## config.mk

```make
export PLATFORM = sky130hd
export DESIGN_NAME = hrm_ctrl
export DESIGN_NICKNAME = d
export VERILOG_FILES = /design/src/design/hrm_pkg.sv /design/src/design/hrm_ctrl.sv
export SDC_FILE = /design/constraint.sdc
export NUM_CORES = 1
export LEC_CHECK = 0
export ABC_AREA = 1
export ABC_CLOCK_PERIOD_IN_PS = 4660
export BUFFER_PORTS_ARGS = -buffer_cell sky130_fd_sc_hd__clkbuf_2
export CAP_MARGIN = 20
export CORE_MARGIN = 10
export CORE_UTILIZATION = 60
export CTS_CLUSTER_SIZE = 8
export DETAILED_ROUTE_END_ITERATION = 16
export PLACE_DENSITY = 0.78
export SETUP_SLACK_MARGIN = 0.02
export SYNTH_ARGS = -nofsm -noshare
export SYNTH_HDL_FRONTEND = slang
export SYNTH_SLANG_ARGS = --single-unit
```

## constraint.sdc

```tcl
create_clock -name mclk_i -period 4.66 [get_ports mclk_i]
set_clock_uncertainty 0.15 [all_clocks]
set_input_delay 1.398 -clock mclk_i [delete_from_list [all_inputs] [get_ports mclk_i]]
set_output_delay 1.398 -clock mclk_i [all_outputs]
set_load 0.1 [all_outputs]
```

## src/design/hrm_pkg.sv

```systemverilog
// ----------------------------------------------------------------------------
// Shared constants for the high-rate PHY mode control
// ----------------------------------------------------------------------------
package hrm_pkg;

    // Clock rate in kHz (250 MHz)
    localparam int unsigned CLK_KHZ = 250000;

    // Register addresses on the register port
    localparam logic [5:0] ADDR_TRX_CTRL_TWO = 6'h0C;
    localparam logic [5:0] ADDR_RX_SYNC      = 6'h15;
    localparam logic [5:0] ADDR_AACK_CTRL    = 6'h17;

    // Field positions in transceiver_control_two
    localparam int RATE_LSB  = 0;
    localparam int SAFE_BIT  = 7;
    // Field positions in auto_ack_control_one
    localparam int PROM_BIT  = 1;
    localparam int SACK_BIT  = 2;
    localparam int UPLD_BIT  = 4;
    localparam int FLTR_BIT  = 5;
    // Field position of the sensitivity threshold in the sync register
    localparam int PDT_LSB   = 0;

    // Values after reset
    localparam logic [1:0] RATE_RESET = 2'h0;
    localparam logic [3:0] PDT_RESET  = 4'h0;

    // Times in ns as printed
    localparam int unsigned SYMBOL_NS    = 16000;
    localparam int unsigned ED_SYMBOLS   = 8;
    localparam int unsigned ACK_SYMBOLS  = 12;
    localparam int unsigned ED_SHORT_NS  = 32000;
    localparam int unsigned ACK_SHORT_NS = 32000;

    // Cycle counts derived from the times (exact at this rate)
    localparam int unsigned ED_STD_CYC    = ED_SYMBOLS * SYMBOL_NS / 1000 * CLK_KHZ / 1000;
    localparam int unsigned ED_SHORT_CYC  = ED_SHORT_NS / 1000 * CLK_KHZ / 1000;
    localparam int unsigned ACK_STD_CYC   = ACK_SYMBOLS * SYMBOL_NS / 1000 * CLK_KHZ / 1000;
    localparam int unsigned ACK_SHORT_CYC = ACK_SHORT_NS / 1000 * CLK_KHZ / 1000;

    // Receive data buffer shape
    localparam int unsigned FIFO_WIDTH = 8;
    localparam int unsigned FIFO_DEPTH = 32;

    // Payload rate codes
    typedef enum logic [1:0] {
        RATE_250K = 2'h0,
        RATE_500K = 2'h1,
        RATE_1M   = 2'h2,
        RATE_2M   = 2'h3
    } hrm_rate_t;

    // Frame phase, Gray coded along idle -> header -> payload
    typedef enum logic [1:0] {
        PH_IDLE = 2'h0,
        PH_HDR  = 2'h1,
        PH_PAY  = 2'h3
    } hrm_phase_t;

endpackage : hrm_pkg

```

## src/design/hrm_ctrl.sv

```systemverilog
`timescale 1ns/1ps

// ----------------------------------------------------------------------------
// Synchronous FIFO with registered flags
// ----------------------------------------------------------------------------
module hrm_fifo
    import hrm_pkg::*;
#(
    parameter int unsigned WIDTH = FIFO_WIDTH,
    parameter int unsigned DEPTH = FIFO_DEPTH
)(
    input  wire logic             mclk_i,
    input  wire logic             srst_i,
    input  wire logic [WIDTH-1:0] in_data_i,
    input  wire logic             in_valid_i,
    output logic                  in_ready_o,
    output logic      [WIDTH-1:0] out_data_o,
    output logic                  out_valid_o,
    input  wire logic             out_ready_i
);
    localparam int AW = $clog2(DEPTH);

    // Storage and pointers
    logic [WIDTH-1:0] mem [DEPTH];
    logic [AW-1:0]    wr_ptr_reg;
    logic [AW-1:0]    rd_ptr_reg;
    logic [AW:0]      count_reg;
    logic [AW:0]      count_next;
    logic             push;
    logic             pop;

    assign push       = in_valid_i && in_ready_o;
    assign pop        = out_valid_o && out_ready_i;
    assign out_data_o = mem[rd_ptr_reg];

    // Occupancy after this cycle
    always_comb
    begin
        count_next = count_reg;
        if (push && !pop)
            count_next = count_reg + 1'b1;
        else if (pop && !push)
            count_next = count_reg - 1'b1;
    end

    // Pointers, count and flags
    always_ff @(posedge mclk_i)
    begin
        if (srst_i)
        begin
            wr_ptr_reg  <= '0;
            rd_ptr_reg  <= '0;
            count_reg   <= '0;
            in_ready_o  <= 1'b1;
            out_valid_o <= 1'b0;
        end
        else
        begin
            if (push)
                wr_ptr_reg <= (wr_ptr_reg == AW'(DEPTH - 1)) ? '0 : wr_ptr_reg + 1'b1;
            if (pop)
                rd_ptr_reg <= (rd_ptr_reg == AW'(DEPTH - 1)) ? '0 : rd_ptr_reg + 1'b1;
            count_reg   <= count_next;
            in_ready_o  <= (count_next != (AW+1)'(DEPTH));
            out_valid_o <= (count_next != '0);
        end
    end

    // Data array has no reset
    always_ff @(posedge mclk_i)
    begin
        if (push)
            mem[wr_ptr_reg] <= in_data_i;
    end

endmodule : hrm_fifo

// ----------------------------------------------------------------------------
// High-rate mode control top
// ----------------------------------------------------------------------------
module hrm_ctrl
    import hrm_pkg::*;
#(
    parameter int unsigned ED_STD_CYCLES    = ED_STD_CYC,
    parameter int unsigned ED_SHORT_CYCLES  = ED_SHORT_CYC,
    parameter int unsigned ACK_STD_CYCLES   = ACK_STD_CYC,
    parameter int unsigned ACK_SHORT_CYCLES = ACK_SHORT_CYC
)(
    input  wire logic        mclk_i,
    input  wire logic        srst_i,
    // Register port
    input  wire logic [5:0]  reg_addr_i,
    input  wire logic [7:0]  reg_wdata_i,
    input  wire logic        reg_we_i,
    input  wire logic        reg_re_i,
    output logic      [7:0]  reg_rdata_o,
    // Frame events from the modem
    input  wire logic        shr_found_i,
    input  wire logic        tx_start_i,
    input  wire logic        phr_done_i,
    input  wire logic        frame_end_i,
    input  wire logic        payload_fail_i,
    input  wire logic [4:0]  rssi_i,
    input  wire logic        auto_ack_receive_state_i,
    input  wire logic        ack_request_i,
    input  wire logic        ed_start_i,
    input  wire logic [7:0]  energy_detect_result_i,
    input  wire logic [7:0]  link_quality_value_i,
    // Modem control
    output logic      [1:0]  modem_rate_o,
    output logic             ed_active_o,
    output logic             ack_start_o,
    output logic             frame_ignore_o,
    output logic             frame_reject_o,
    // Received payload stream in
    input  wire logic [7:0]  rx_byte_i,
    input  wire logic        rx_byte_valid_i,
    output logic             rx_byte_ready_o,
    // Frame buffer stream out
    output logic      [7:0]  fb_data_o,
    output logic             fb_valid_o,
    input  wire logic        fb_ready_i
);

    // ------------------------------------------------------------------------
    // State
    // ------------------------------------------------------------------------
    typedef struct packed {
        hrm_rate_t  psdu_rate_select;     // Software rate code
        logic       safe_mode;            // Stored only
        logic       short_ack_delay;      // Short acknowledge turnaround
        logic       reserved_frame_filter;
        logic       reserved_frame_upload;
        logic       promiscuous_receive;
        logic [3:0] rx_sensitivity_threshold;
        hrm_phase_t phase;                // Frame phase
        logic       frame_rx;             // Current frame is a reception
        hrm_rate_t  frame_rate;           // Rate latched for this frame
        hrm_rate_t  modem_rate;           // Rate applied to the modem
        logic [15:0] ed_cnt;              // Energy window countdown
        logic       ed_active;
        logic [15:0] ack_cnt;             // Acknowledge turnaround countdown
        logic       ack_wait;
        logic       ack_start;
        logic       ignore;
        logic       reject;
        logic       trail_pend;           // Trailer byte waits for buffer
        logic [7:0] trail_byte;
        logic [7:0] rdata;
    } hrm_state_t;

    hrm_state_t st_reg;
    hrm_state_t st_next;

    // Buffer signals
    logic [7:0] fifo_in_data;
    logic       fifo_in_valid;
    logic       fifo_in_ready;
    logic       payload_take;
    logic       trail_take;

    // Payload bytes only pass while a received payload is open
    assign payload_take  = rx_byte_valid_i && st_reg.frame_rx && (st_reg.phase == PH_PAY);
    // Trailer enters only when no payload byte competes
    assign trail_take    = st_reg.trail_pend && !payload_take && fifo_in_ready;
    assign fifo_in_valid = payload_take || st_reg.trail_pend;
    assign fifo_in_data  = payload_take ? rx_byte_i : st_reg.trail_byte;

    // ------------------------------------------------------------------------
    // Next state
    // ------------------------------------------------------------------------
    always_comb
    begin
        st_next           = st_reg;
        st_next.ack_start = 1'b0;
        st_next.ignore    = 1'b0;
        st_next.reject    = 1'b0;

        // Register writes
        if (reg_we_i)
        begin
            unique case (reg_addr_i)
                ADDR_TRX_CTRL_TWO:
                begin
                    st_next.psdu_rate_select = hrm_rate_t'(reg_wdata_i[RATE_LSB +: 2]);
                    st_next.safe_mode        = reg_wdata_i[SAFE_BIT];
                end
                ADDR_AACK_CTRL:
                begin
                    st_next.short_ack_delay       = reg_wdata_i[SACK_BIT];
                    st_next.reserved_frame_filter = reg_wdata_i[FLTR_BIT];
                    st_next.reserved_frame_upload = reg_wdata_i[UPLD_BIT];
                    st_next.promiscuous_receive   = reg_wdata_i[PROM_BIT];
                end
                ADDR_RX_SYNC:
                    st_next.rx_sensitivity_threshold = reg_wdata_i[PDT_LSB +: 4];
                default:
                begin
                    // Unmapped writes are ignored
                end
            endcase
        end

        // Register reads; unmapped and reserved bits read zero
        if (reg_re_i)
        begin
            st_next.rdata = 8'h00;
            if (reg_addr_i == ADDR_TRX_CTRL_TWO)
            begin
                st_next.rdata[RATE_LSB +: 2] = st_reg.psdu_rate_select;
                st_next.rdata[SAFE_BIT]      = st_reg.safe_mode;
            end
            else if (reg_addr_i == ADDR_AACK_CTRL)
            begin
                st_next.rdata[SACK_BIT] = st_reg.short_ack_delay;
                st_next.rdata[FLTR_BIT] = st_reg.reserved_frame_filter;
                st_next.rdata[UPLD_BIT] = st_reg.reserved_frame_upload;
                st_next.rdata[PROM_BIT] = st_reg.promiscuous_receive;
            end
            else if (reg_addr_i == ADDR_RX_SYNC)
                st_next.rdata[PDT_LSB +: 4] = st_reg.rx_sensitivity_threshold;
        end

        // Frame phase; the trailer byte and the energy window also look at the frame rate
        unique case (st_reg.phase)
            PH_IDLE:
            begin
                st_next.modem_rate = RATE_250K;
                if (shr_found_i)
                begin
                    if ((st_reg.rx_sensitivity_threshold != 4'h0)
                        && ({1'b0, st_reg.rx_sensitivity_threshold} > rssi_i))
                        st_next.ignore = 1'b1;
                    else
                    begin
                        st_next.phase      = PH_HDR;
                        st_next.frame_rx   = 1'b1;
                        st_next.frame_rate = st_reg.psdu_rate_select;
                    end
                end
                else if (tx_start_i)
                begin
                    st_next.phase      = PH_HDR;
                    st_next.frame_rx   = 1'b0;
                    st_next.frame_rate = st_reg.psdu_rate_select;
                end
            end
            PH_HDR:
            begin
                // Header octets stay at the base rate
                if (phr_done_i)
                begin
                    st_next.phase      = PH_PAY;
                    st_next.modem_rate = st_reg.frame_rate;
                end
            end
            PH_PAY:
            begin
                if (payload_fail_i && st_reg.frame_rx)
                begin
                    st_next.phase      = PH_IDLE;
                    st_next.modem_rate = RATE_250K;
                    st_next.reject     = 1'b1;
                end
                else if (frame_end_i)
                begin
                    st_next.phase      = PH_IDLE;
                    st_next.modem_rate = RATE_250K;
                    if (st_reg.frame_rx)
                    begin
                        st_next.trail_pend = 1'b1;
                        st_next.trail_byte = (st_reg.frame_rate != RATE_250K)
                                           ? energy_detect_result_i
                                           : link_quality_value_i;
                        if (auto_ack_receive_state_i && ack_request_i)
                        begin
                            st_next.ack_wait = 1'b1;
                            st_next.ack_cnt  = st_reg.short_ack_delay
                                ? 16'(ACK_SHORT_CYCLES - 1)
                                : 16'(ACK_STD_CYCLES - 1);
                        end
                    end
                end
            end
            default:
            begin
                st_next.phase      = PH_IDLE;
                st_next.modem_rate = RATE_250K;
            end
        endcase

        // Trailer leaves once the buffer takes it
        if (trail_take)
            st_next.trail_pend = 1'b0;

        // Acknowledge turnaround countdown
        if (st_reg.ack_wait)
        begin
            if (st_reg.ack_cnt == 16'h0000)
            begin
                st_next.ack_wait  = 1'b0;
                st_next.ack_start = 1'b1;
            end
            else
                st_next.ack_cnt = st_reg.ack_cnt - 16'h0001;
        end

        // Energy window, shorter for high-rate frames
        if (ed_start_i)
        begin
            st_next.ed_active = 1'b1;
            st_next.ed_cnt    = (st_reg.frame_rate != RATE_250K)
                              ? 16'(ED_SHORT_CYCLES - 1)
                              : 16'(ED_STD_CYCLES - 1);
        end
        else if (st_reg.ed_active)
        begin
            if (st_reg.ed_cnt == 16'h0000)
                st_next.ed_active = 1'b0;
            else
                st_next.ed_cnt = st_reg.ed_cnt - 16'h0001;
        end
    end

    // ------------------------------------------------------------------------
    // State register
    // ------------------------------------------------------------------------
    always_ff @(posedge mclk_i)
    begin
        if (srst_i)
        begin
            st_reg                          <= '0;
            st_reg.psdu_rate_select         <= hrm_rate_t'(RATE_RESET);
            st_reg.rx_sensitivity_threshold <= PDT_RESET;
            st_reg.phase                    <= PH_IDLE;
        end
        else
            st_reg <= st_next;
    end

    // ------------------------------------------------------------------------
    // Receive buffer
    // ------------------------------------------------------------------------
    hrm_fifo #(
        .WIDTH (FIFO_WIDTH),
        .DEPTH (FIFO_DEPTH)
    ) u_fifo (
        .mclk_i      (mclk_i),
        .srst_i      (srst_i),
        .in_data_i   (fifo_in_data),
        .in_valid_i  (fifo_in_valid),
        .in_ready_o  (fifo_in_ready),
        .out_data_o  (fb_data_o),
        .out_valid_o (fb_valid_o),
        .out_ready_i (fb_ready_i)
    );

    // Outputs straight from state flops
    assign rx_byte_ready_o = fifo_in_ready;
    assign reg_rdata_o     = st_reg.rdata;
    assign modem_rate_o    = st_reg.modem_rate;
    assign ed_active_o     = st_reg.ed_active;
    assign ack_start_o     = st_reg.ack_start;
    assign frame_ignore_o  = st_reg.ignore;
    assign frame_reject_o  = st_reg.reject;

endmodule : hrm_ctrl

```

==> summary.md, run 1 <==
| Metric | Value |
|---|---|
| RSZ-0062 raised after global routing | `false` |
| FMAX | `225.7 MHz` |
| Port buffer count | `78` |
| YS warnings | `0` |
| Nets@finish | `1,621` |
| Total track usage | `22.60%` |
| Dominant synthesized flop cell | `edfxtp_1` |
| Slowest cell on the critical path | `buf_4` |
| Worst path arrival time | `2.88 ns` |
| Setup TNS | `0 ns` |
| Syn Inst Count | `1,477` |
| Seq/Total Area, Yosys | `63.34%` |
| First-pass GRT wire length | `57,290 um` |
| CP Max Fanout | `64` |
| CTS tree | `built` |
| Mean Syn Cell Area | `10.23 um2` |
| Worst r2r path cells | `6` |
| Critical Path Sink Type | `output pin` |
| Final instance area | `17,240 um2` |
| Compound-Gate Fraction of Synth Area | `12.63%` |
| Clock Path Buffers | `3` |
| Largest family of logic cells by synthesized area | `simple AND/OR/NAND/NOR gates` |
| Root Driver | `clkbuf_16` |
| Number of flops mapped to enable cells by yosys | `256` |
| Number of flip-flops in the largest register | `256` |
| Number of global-route vias before repair | `11,100` |
| Share of post-route cells with drive strength above 1 | `11.25%` |
| Starting density of the core | `60.52%` |
| Final HPWL DP | `21,960 um` |
| VDD IR max | `314.9 uV` |
| Die Width | `178.7 um` |
| Drt total wl | `37,080 um` |
| Global route overflow | `0` |
| Mux share of post-synthesis cell area | `0%` |
| Post-CTS sizing | `0` |
| Synth top area share | `50.89%` |
| Req. time, crit path | `3.11 ns` |
| Antenna viol nets, final | `0` |
| Final Wtd Congestion | `0.8685` |
| Hold Slack | `0.3188 ns` |
| Final worst setup slack | `0.2296 ns` |
| CP peak stage delay | `0.54 ns` |
| # hold bufs at CTS | `0` |
| Setup CP Type | `reg2out` |
| Clock slew at reported path FFs | `0.05 ns` |
| Leakage | `6.201 nW` |
| Antenna diodes | `0` |
| Synth cell count leaders | `edfxtp_1 (256), nor2_1 (254), nand2_1 (186), o21ai_0 (186), dfxtp_1 (94)` |
| Setup bufs post-CTS | `0` |
| Count leader, synth | `edfxtp_1` |
| Die height | `178.7 um` |
| H-Tree Depth | `2` |
| DP Area | `15,770 um2` |
| Core ar. | `24,960 um2` |
| Tmin final | `4.430 ns` |
| Drc violations | `0` |
| Library cells used by synthesis | `44` |
| R2r setup slk | `1.84 ns` |
| Worst Setup Start Kind | `flop` |
| Status | `completed` |
| 1st-iter DRT viols | `1,384` |
| Clock latency on the worst-skew pair | `0.54 ns` |
| # setup viols final | `0` |
| Worst-Margin Slew | `0.9371 ns` |
| Synth Area in Simple Gates | `16.42%` |
| Fin crit share | `95.07%` |
| Initial antenna violation count | `0` |
| Cell taking the most area after synthesis | `edfxtp_1` |
| Post-Synth XOR/XNOR Area | `0.9856%` |
| Area share of fa/ha/maj cells after synthesis | `1.408%` |
| Row Count | `58` |
| Ranking of synthesized cells by area | `edfxtp_1 (51%), dfxtp_1 (12%), nor2_1 (6.3%)` |
| Slew Viols, Final | `0` |
| Slew margin rel. | `37.29%` |
| DIE AREA | `31,920 um2` |
| Num ports | `81` |
| Clock Sinks | `350` |
| Async set or reset register ratio after synthesis | `0%` |
| Final Hold Viols | `0` |
| Pin count of the biggest net entering global routing | `67` |
| Max_cap viols | `0` |
| Avg WL per Cell | `19.39 um` |
| Area grow syn2layout | `14.13%` |
| CTS Buf Count | `49` |
| Initial DRT Pass Iterations | `5` |
| Mapped cell area | `15,110 um2` |
| Hold depth | `2` |
| Drt via density | `5.966` |
| Dpl ws | `0.8658 ns` |
| Min-delay worst type | `reg2reg` |
| Final Power | `0.008173 W` |
| DR vias | `11,410` |
| Flops & latches, synth | `350` |
| Synth Net Count | `1,551` |
| Crit path cell chain | `buf_4 -> o21ai_0 -> o221ai_1 -> nand3_1 -> o21ai_0 -> nand2_1 -> nand2_1 -> buf_12` |
| Power Dens Cells | `474.0 nW/um2` |
==> cells in the final DEF, fill, tap and decap left out, types with 4 or more instances in the layout <==
| cell | count |
|---|---|
| buf_4 | 14 |
| dfxtp_1 | 92 |
| ha_1 | 17 |
| nand2_4 | 4 |
| xor2_1 | 14 |
| nand2_2 | 4 |
| edfxtp_1 | 256 |
| buf_12 | 10 |
| clkbuf_2 | 70 |
| nand4_1 | 16 |
| nand3_1 | 83 |
| o22ai_1 | 14 |
| nor3_1 | 15 |
| clkinv_1 | 4 |
| a31oi_1 | 12 |
| o221ai_1 | 50 |
| nor2_2 | 4 |
| inv_1 | 87 |
| a21oi_1 | 56 |
| inv_2 | 6 |
| nor2_1 | 254 |
| clkbuf_16 | 49 |
| clkbuf_1 | 36 |
| nand2_1 | 186 |
| o21ai_1 | 7 |
| o21ai_0 | 186 |
==> cell families after synthesis <==
group	Yosys count
fa+ha+maj	17
compound gates	333
xor+xnor	17
other cells	1
flops	350
buf+inv	178
simple gates	581
==> layout make-up <==
type	instances	area, um2
multi-input cells	949	4755
inverters	98	369.1
fillers	1799	7722
flip-flops and latches	350	9574
repair buffers	99	755.7
well taps	330	412.9
clock buffers	86	1375
==> layer usage <==
layer / GRT usage [%] / share of wire [%] / up-vias / routed length, um
met1: 29.89 / 41 / 5361 / 15020
li1: - / - / 5333 / -
met5: 0 / 0 / - / 0
met2: 36.30 / 47 / 632 / 17560
met3: 4.149 / 9.4 / 81 / 3470
met4: 9.128 / 2.8 / 0 / 1032
==> worst max-delay path: cells and delay by family, from the launching register on <==
kind / cells / cell delay, ns
compound gates: 3 / 0.82
buf+inv: 2 / 0.73
flops: 1 / 0.32
simple gates: 3 / 0.45
==> power by group <==
part / internal [W] / switching, W
clock: 0.00196 / 0.00122
combinational: 0.000459 / 0.00108
sequential: 0.00337 / 0.0000757
==> through the flow <==
stage / utilization (%) / cells
3_3_place_gp: 63.16 / 1821
2_1_floorplan: - / 1477
6_report: 69.07 / 1912
4_1_cts: 68.66 / 1907
3_5_place_dp: 63.16 / 1821
5_1_grt: 69.07 / 1912
==> worst paths after layout <==
path / start / end
min: st_reg[20] / ack_start_o
min reg2reg: st_reg[20] / ack_start_o
max: flop / fb_data_o[1]
max reg2reg: st_reg[59] / u_fifo.mem[18][4]
Power figures use the tool's default switching activity.
==> run 2, diff against run 1 <==
Settings changed: CORE_UTILIZATION 60 to 55, PLACE_DENSITY 0.78 to 0.79.
==> summary.md, run 2 (synthesis results as in run 1) <==
| Metric | Value |
|---|---|
| Nets@finish | `1,624 (was 1,621)` |
| Drt via density | `5.915 (was 5.966)` |
| Setup CP Type | `reg2out (unchanged)` |
| Share of total power in combinational logic | `18.4% (was 18.9%)` |
| Antenna diodes | `0 (unchanged)` |
| Most frequent cells in the layout | `edfxtp_1 (256), nor2_1 (254), o21ai_0 (186), nand2_1 (186), dfxtp_1 (92) (unchanged)` |
| Total track usage | `20.75% (was 22.60%)` |
| Antenna viol nets, final | `0 (unchanged)` |
| Final Wtd Congestion | `0.9370 (was 0.8685)` |
| Commonest non-fill, non-tap cell in the layout | `edfxtp_1 (unchanged)` |
| CTS tree | `built (unchanged)` |
| Num ports | `81 (unchanged)` |
| Die height | `185.7 um (was 178.7 um)` |
| Clock slew at reported path FFs | `0.05 ns (about the same)` |
| Initial DRT Pass Iterations | `5 (unchanged)` |
| Area grow syn2layout | `14.49% (was 14.13%)` |
| 1st-iter DRT viols | `1,334 (was 1,384)` |
| Initial antenna violation count | `0 (unchanged)` |
| Clock Sinks | `350 (unchanged)` |
| Dpl ws | `0.9483 ns (was 0.8658 ns)` |
| Clk pwr share | `39.1% (was 38.9%)` |
| Clock Path Buffers | `3 (unchanged)` |
| Pin count of the biggest net entering global routing | `65 (was 67)` |
| Final Power | `0.008147 W (was 0.008173 W)` |
| H-Tree Depth | `2 (unchanged)` |
| Number of global-route vias before repair | `11,260 (was 11,100)` |
| Fin crit share | `91.69% (was 95.07%)` |
| Avg WL per Cell | `18.98 um (was 19.39 um)` |
| FMAX | `234.0 MHz (was 225.7 MHz)` |
| Req. time, crit path | `3.11 ns (about the same)` |
| Global route overflow | `0 (unchanged)` |
| Root Driver | `clkbuf_16 (unchanged)` |
| Slew margin rel. | `37.12% (was 37.29%)` |
| Internal | `0.005773 W (was 0.005795 W)` |
| # setup viols final | `0 (unchanged)` |
| Port buffer count | `78 (unchanged)` |
| Drt total wl | `36,360 um (was 37,080 um)` |
| Die Width | `185.7 um (was 178.7 um)` |
| Multi-input logic area | `4755 um2 (unchanged)` |
| Max_cap viols | `0 (unchanged)` |
| Setup bufs post-CTS | `0 (unchanged)` |
| Worst-Margin Slew | `0.9397 ns (was 0.9371 ns)` |
| Number of flip-flops in the largest register | `256 (unchanged)` |
| Starting density of the core | `55.90% (was 60.52%)` |
| RSZ-0062 raised after global routing | `false (unchanged)` |
| Tmin final | `4.273 ns (was 4.430 ns)` |
| Leakage | `6.232 nW (was 6.201 nW)` |
| CTS Buf Count | `49 (unchanged)` |
| Switching power share of the total | `29.14% (was 29.10%)` |
| Fillcell total | `1,994 (was 1,799)` |
| Worst Setup Start Kind | `flop (unchanged)` |
| Seq pwr share | `42.5% (was 42.2%)` |
| Sw power | `0.002374 W (was 0.002378 W)` |
| DIE AREA | `34,500 um2 (was 31,920 um2)` |
| Slew Viols, Final | `0 (unchanged)` |
| Status | `completed (unchanged)` |
| Critical Path Sink Type | `output pin (unchanged)` |
| CP Max Fanout | `38 (was 64)` |
| Row Count | `60 (was 58)` |
| Drc violations | `0 (unchanged)` |
| First-pass GRT wire length | `57,200 um (was 57,290 um)` |
| Clock latency on the worst-skew pair | `0.55 ns (was 0.54 ns)` |
| Worst path arrival time | `2.72 ns (was 2.88 ns)` |
| Share of post-route cells with drive strength above 1 | `11.68% (was 11.25%)` |
| Power Dens Cells | `471.1 nW/um2 (was 474.0 nW/um2)` |
| VDD IR max | `357.2 uV (was 314.9 uV)` |
| Setup TNS | `0 ns (unchanged)` |
| # hold bufs at CTS | `0 (unchanged)` |
| Post-CTS sizing | `0 (unchanged)` |
| Final worst setup slack | `0.3872 ns (was 0.2296 ns)` |
| Min-delay worst type | `reg2reg (unchanged)` |
| Reg area | `9574 um2 (unchanged)` |
| Final HPWL DP | `21,960 um (about the same)` |
| Final Hold Viols | `0 (unchanged)` |
| Core ar. | `27,030 um2 (was 24,960 um2)` |
| DR vias | `11,330 (was 11,410)` |
-- run 2: path summary, 6_finish.rpt --
path               from                to  slack [ns]  depth (start not counted)
min          st_reg[69]        st_reg[69]        0.31                          2
max reg2reg  st_reg[59]  u_fifo.mem[3][1]        1.93                          8
max                flop      fb_data_o[5]        0.39                          8
min reg2reg  st_reg[69]        st_reg[69]        0.31                          2
-- run 2: layer usage --
metal	wire length (um)	track usage, %	share of wire (%)	vias up
li1	-	-	-	5339
met1	14860	26.29	41	5377
met2	17530	34.02	48	558
met3	3124	4.211	8.6	59
met4	842	8.739	2.3	0
met5	0	0	0	-
-- run 2: worst max-delay path: stages (launching register included) --
cell,delay [ns]
dfxtp_2,0.46
clkinv_1,0.11
buf_4,0.40
o21ai_0,0.21
o221ai_1,0.28
nand3_1,0.16
nand3_1,0.13
and2_1,0.22
buf_12,0.20
-- run 2: power groups by stage --
stage          Combinational [W]  Sequential (W)  Clock (W)
2_1_floorplan            0.00104         0.00351          0
3_3_place_gp             0.00144         0.00352          0
3_5_place_dp             0.00148         0.00352          0
4_1_cts                  0.00149         0.00346    0.00321
5_1_grt                  0.00163         0.00347    0.00334
6_report                 0.00150         0.00347    0.00318
-- run 2: area by class of cell --
| type | count | share of cell area [%] |
|---|---|---|
| clock buffers | 73 | 7.668 |
| clock inverters | 3 | 0.2387 |
| inverters | 98 | 2.134 |
| multi-input cells | 949 | 27.49 |
| flip-flops and latches | 350 | 55.36 |
| well taps | 341 | 2.467 |
| repair buffers | 102 | 4.644 |
-- run 2: per-stage QoR --
| stage | util [%] | cells | instance area (um2) | hold slack [ns] |
|---|---|---|---|---|
| floorplan | - | 1477 | 15110 | 0.2802 |
| global route | 64.00 | 1916 | 17300 | 0.3381 |
| CTS | 63.63 | 1911 | 17200 | 0.3071 |
| global placement | 58.56 | 1835 | 15830 | 0.2986 |
| detailed placement | 58.56 | 1835 | 15830 | 0.3005 |
| finish | 64.00 | 1916 | 17300 | 0.3052 |
==> run 3, diff against run 2 <==
--- a/config.mk
+++ b/config.mk
@@ -14,5 +14,5 @@
 export CTS_CLUSTER_SIZE = 8
 export DETAILED_ROUTE_END_ITERATION = 16
-export PLACE_DENSITY = 0.79
+export PLACE_DENSITY = 0.8
 export SETUP_SLACK_MARGIN = 0.02
 export SYNTH_ARGS = -nofsm -noshare
==> constraint.sdc (replaced) <==
create_clock -name mclk_i -period 4.66 [get_ports mclk_i]
set_clock_uncertainty 0.15 [all_clocks]
set_input_delay 0.466 -clock mclk_i [delete_from_list [all_inputs] [get_ports mclk_i]]
set_output_delay 0.466 -clock mclk_i [all_outputs]
set_load 0.1 [all_outputs]
==> summary.md, run 3 (synthesis results as in run 1) <==
| Metric | Value |
|---|---|
| Status | `completed (unchanged)` |
| Leakage | `6.180 nW (was 6.232 nW)` |
| DP Area | `15,660 um2 (was 15,830 um2)` |
| Setup bufs post-CTS | `0 (unchanged)` |
| Avg WL per Cell | `19.34 um (was 18.98 um)` |
| # setup viols final | `0 (unchanged)` |
| Critical Path Sink Type | `output pin (unchanged)` |
| Final Hold Viols | `0 (unchanged)` |
| Fillcell total | `2,005 (was 1,994)` |
| Initial DRT Pass Iterations | `7 (was 5)` |
| CP Max Fanout | `80 (was 38)` |
| Drc violations | `0 (unchanged)` |
| Most frequent cells in the layout | `edfxtp_1 (256), nor2_1 (254), o21ai_0 (186), nand2_1 (186), dfxtp_1 (92) (unchanged)` |
| Req. time, crit path | `4.04 ns (was 3.11 ns)` |
| Sw power | `0.002370 W (was 0.002374 W)` |
| DIE AREA | `34,500 um2 (unchanged)` |
| Setup CP Type | `reg2out (unchanged)` |
| Seq pwr share | `42.9% (was 42.5%)` |
| Clk pwr share | `39.9% (was 39.1%)` |
| Die Width | `185.7 um (unchanged)` |
| Core ar. | `27,030 um2 (unchanged)` |
| Clock Path Buffers | `3 (unchanged)` |
| Final Util | `63.61% (was 64.00%)` |
| Number of flip-flops in the largest register | `256 (unchanged)` |
| Most used cell, CP | `nand3_1 (unchanged)` |
| Tmin final | `3.972 ns (was 4.273 ns)` |
| Clock Sinks | `350 (unchanged)` |
| Num ports | `81 (unchanged)` |
| Share of total power in combinational logic | `17.2% (was 18.4%)` |
| Internal | `0.005678 W (was 0.005773 W)` |
| Share of post-route cells with drive strength above 1 | `11.51% (was 11.68%)` |
| Root Driver | `clkbuf_16 (unchanged)` |
| Slowest cell on the critical path | `buf_4 (was dfxtp_2)` |
| Port buffer count | `78 (unchanged)` |
| Fin crit share | `85.23% (was 91.69%)` |
| Row Count | `60 (unchanged)` |
| Worst-Margin Slew | `1.038 ns (was 0.9397 ns)` |
| Drt total wl | `37,020 um (was 36,360 um)` |
| Drt via density | `5.943 (was 5.915)` |
| Total track usage | `21.25% (was 20.75%)` |
| Global route overflow | `0 (unchanged)` |
| Crit path cell chain | `buf_4 -> o21ai_0 -> o221ai_1 -> nand3_1 -> nand3_1 -> and2_1 -> clkbuf_2 (was clkinv_1 -> buf_4 -> o21ai_0 -> o221ai_1 -> nand3_1 -> nand3_1 -> and2_1 -> buf_12)` |
| Min-delay worst type | `in2reg (was reg2reg)` |
| Max_cap viols | `0 (unchanged)` |
| Area grow syn2layout | `13.80% (was 14.49%)` |
| RSZ-0062 raised after global routing | `false (unchanged)` |
| Antenna diodes | `0 (unchanged)` |
| Post-CTS sizing | `0 (unchanged)` |
| FMAX | `251.8 MHz (was 234.0 MHz)` |
| Slew Viols, Final | `0 (unchanged)` |
| Clock slew at reported path FFs | `0.05 ns (about the same)` |
| Power Dens Cells | `468.1 nW/um2 (was 471.1 nW/um2)` |
| Switching power share of the total | `29.45% (was 29.14%)` |
| Antenna viol nets, final | `0 (unchanged)` |
| Worst Setup Start Kind | `flop (unchanged)` |
| Final Wtd Congestion | `0.9060 (was 0.9370)` |
| Final instance area | `17,190 um2 (was 17,300 um2)` |
| Nets@finish | `1,623 (was 1,624)` |
| Number of global-route vias before repair | `11,250 (was 11,260)` |
| CP peak stage delay | `0.65 ns (was 0.46 ns)` |
| Slew margin rel. | `30.61% (was 37.12%)` |
| First-pass GRT wire length | `58,300 um (was 57,200 um)` |
| Worst path arrival time | `3.36 ns (was 2.72 ns)` |
| Starting density of the core | `55.90% (unchanged)` |
| CTS Buf Count | `49 (unchanged)` |
| Die height | `185.7 um (unchanged)` |
| Final HPWL DP | `22,480 um (was 21,960 um)` |
| H-Tree Depth | `2 (unchanged)` |
| Initial antenna violation count | `0 (unchanged)` |
| VDD IR max | `287.7 uV (was 357.2 uV)` |
| 1st-iter DRT viols | `1,286 (was 1,334)` |
| CTS tree | `built (unchanged)` |
| Setup TNS | `0 ns (unchanged)` |
| DR vias | `11,370 (was 11,330)` |
| Clock latency on the worst-skew pair | `0.55 ns (about the same)` |
| Pin count of the biggest net entering global routing | `81 (was 65)` |
| Commonest non-fill, non-tap cell in the layout | `edfxtp_1 (unchanged)` |
run 3: worst max-delay path, delay by kind of cell (launching register included):
family                 cells  cell delay [ns]
AND/OR/NAND/NOR            3             0.61
buffers and inverters      2             1.13
AO/OA/AOI/OAI              2             0.51
flip-flops                 1             0.49
run 3: worst paths after layout:
kind	startpoint	to	slack, ns	cells after the start
min reg2reg	st_reg[16]	st_reg[16]	0.31	1
min	link_quality_value_i[4]	st_reg[12]	0.02	3
max	flop	fb_data_o[5]	0.69	7
max reg2reg	st_reg[59]	u_fifo.mem[20][0]	1.97	6
run 3: through the flow:
step	hold WS (ns)	power [W]	setup slack, ns	instances
after floorplan	0.2802	0.004550	1.860	1477
after global placement	0.2991	0.004824	1.349	1830
after detailed placement	0.3060	0.004863	1.276	1832
after CTS	0.0002414	0.008060	0.6929	1909
after global routing	0.02904	0.008341	0.5149	1914
final	0.02225	0.008048	0.6881	1914
run 3: final cells by class:
| cell class | count | area (um2) | share of cell area [%] |
|---|---|---|---|
| Clock buffer | 73 | 1348 | 7.838 |
| Clock inverter | 2 | 36.28 | 0.2111 |
| Inverter | 98 | 369.1 | 2.147 |
| Multi-Input combinational cell | 949 | 4755 | 27.66 |
| Sequential cell | 350 | 9574 | 55.69 |
| Tap cell | 341 | 426.7 | 2.482 |
| Timing Repair Buffer | 101 | 683.2 | 3.974 |
run 3: repair_timing:
item / CTS / global route
hold endpoints to repair: 2 / 0
setup endpoints to repair: 0 / 0
hold buffers: 2 / 0
run 3: power by group through the flow:
stage	Sequential [W]	Combinational (W)	Clock [W]
global placement	0.00350	0.00132	0
finish	0.00345	0.00138	0.00321
CTS	0.00345	0.00137	0.00324
detailed placement	0.00351	0.00136	0
floorplan	0.00351	0.00104	0
global route	0.00346	0.00151	0.00338
run 3: per-layer routing:
metal / routed length, um / global-route usage, % / part of all wire [%]
met5: 0 / 0 / 0
met4: 899 / 7.514 / 2.4
met3: 3419 / 4.094 / 9.2
met2: 18150 / 35.53 / 49
met1: 14550 / 27.05 / 39
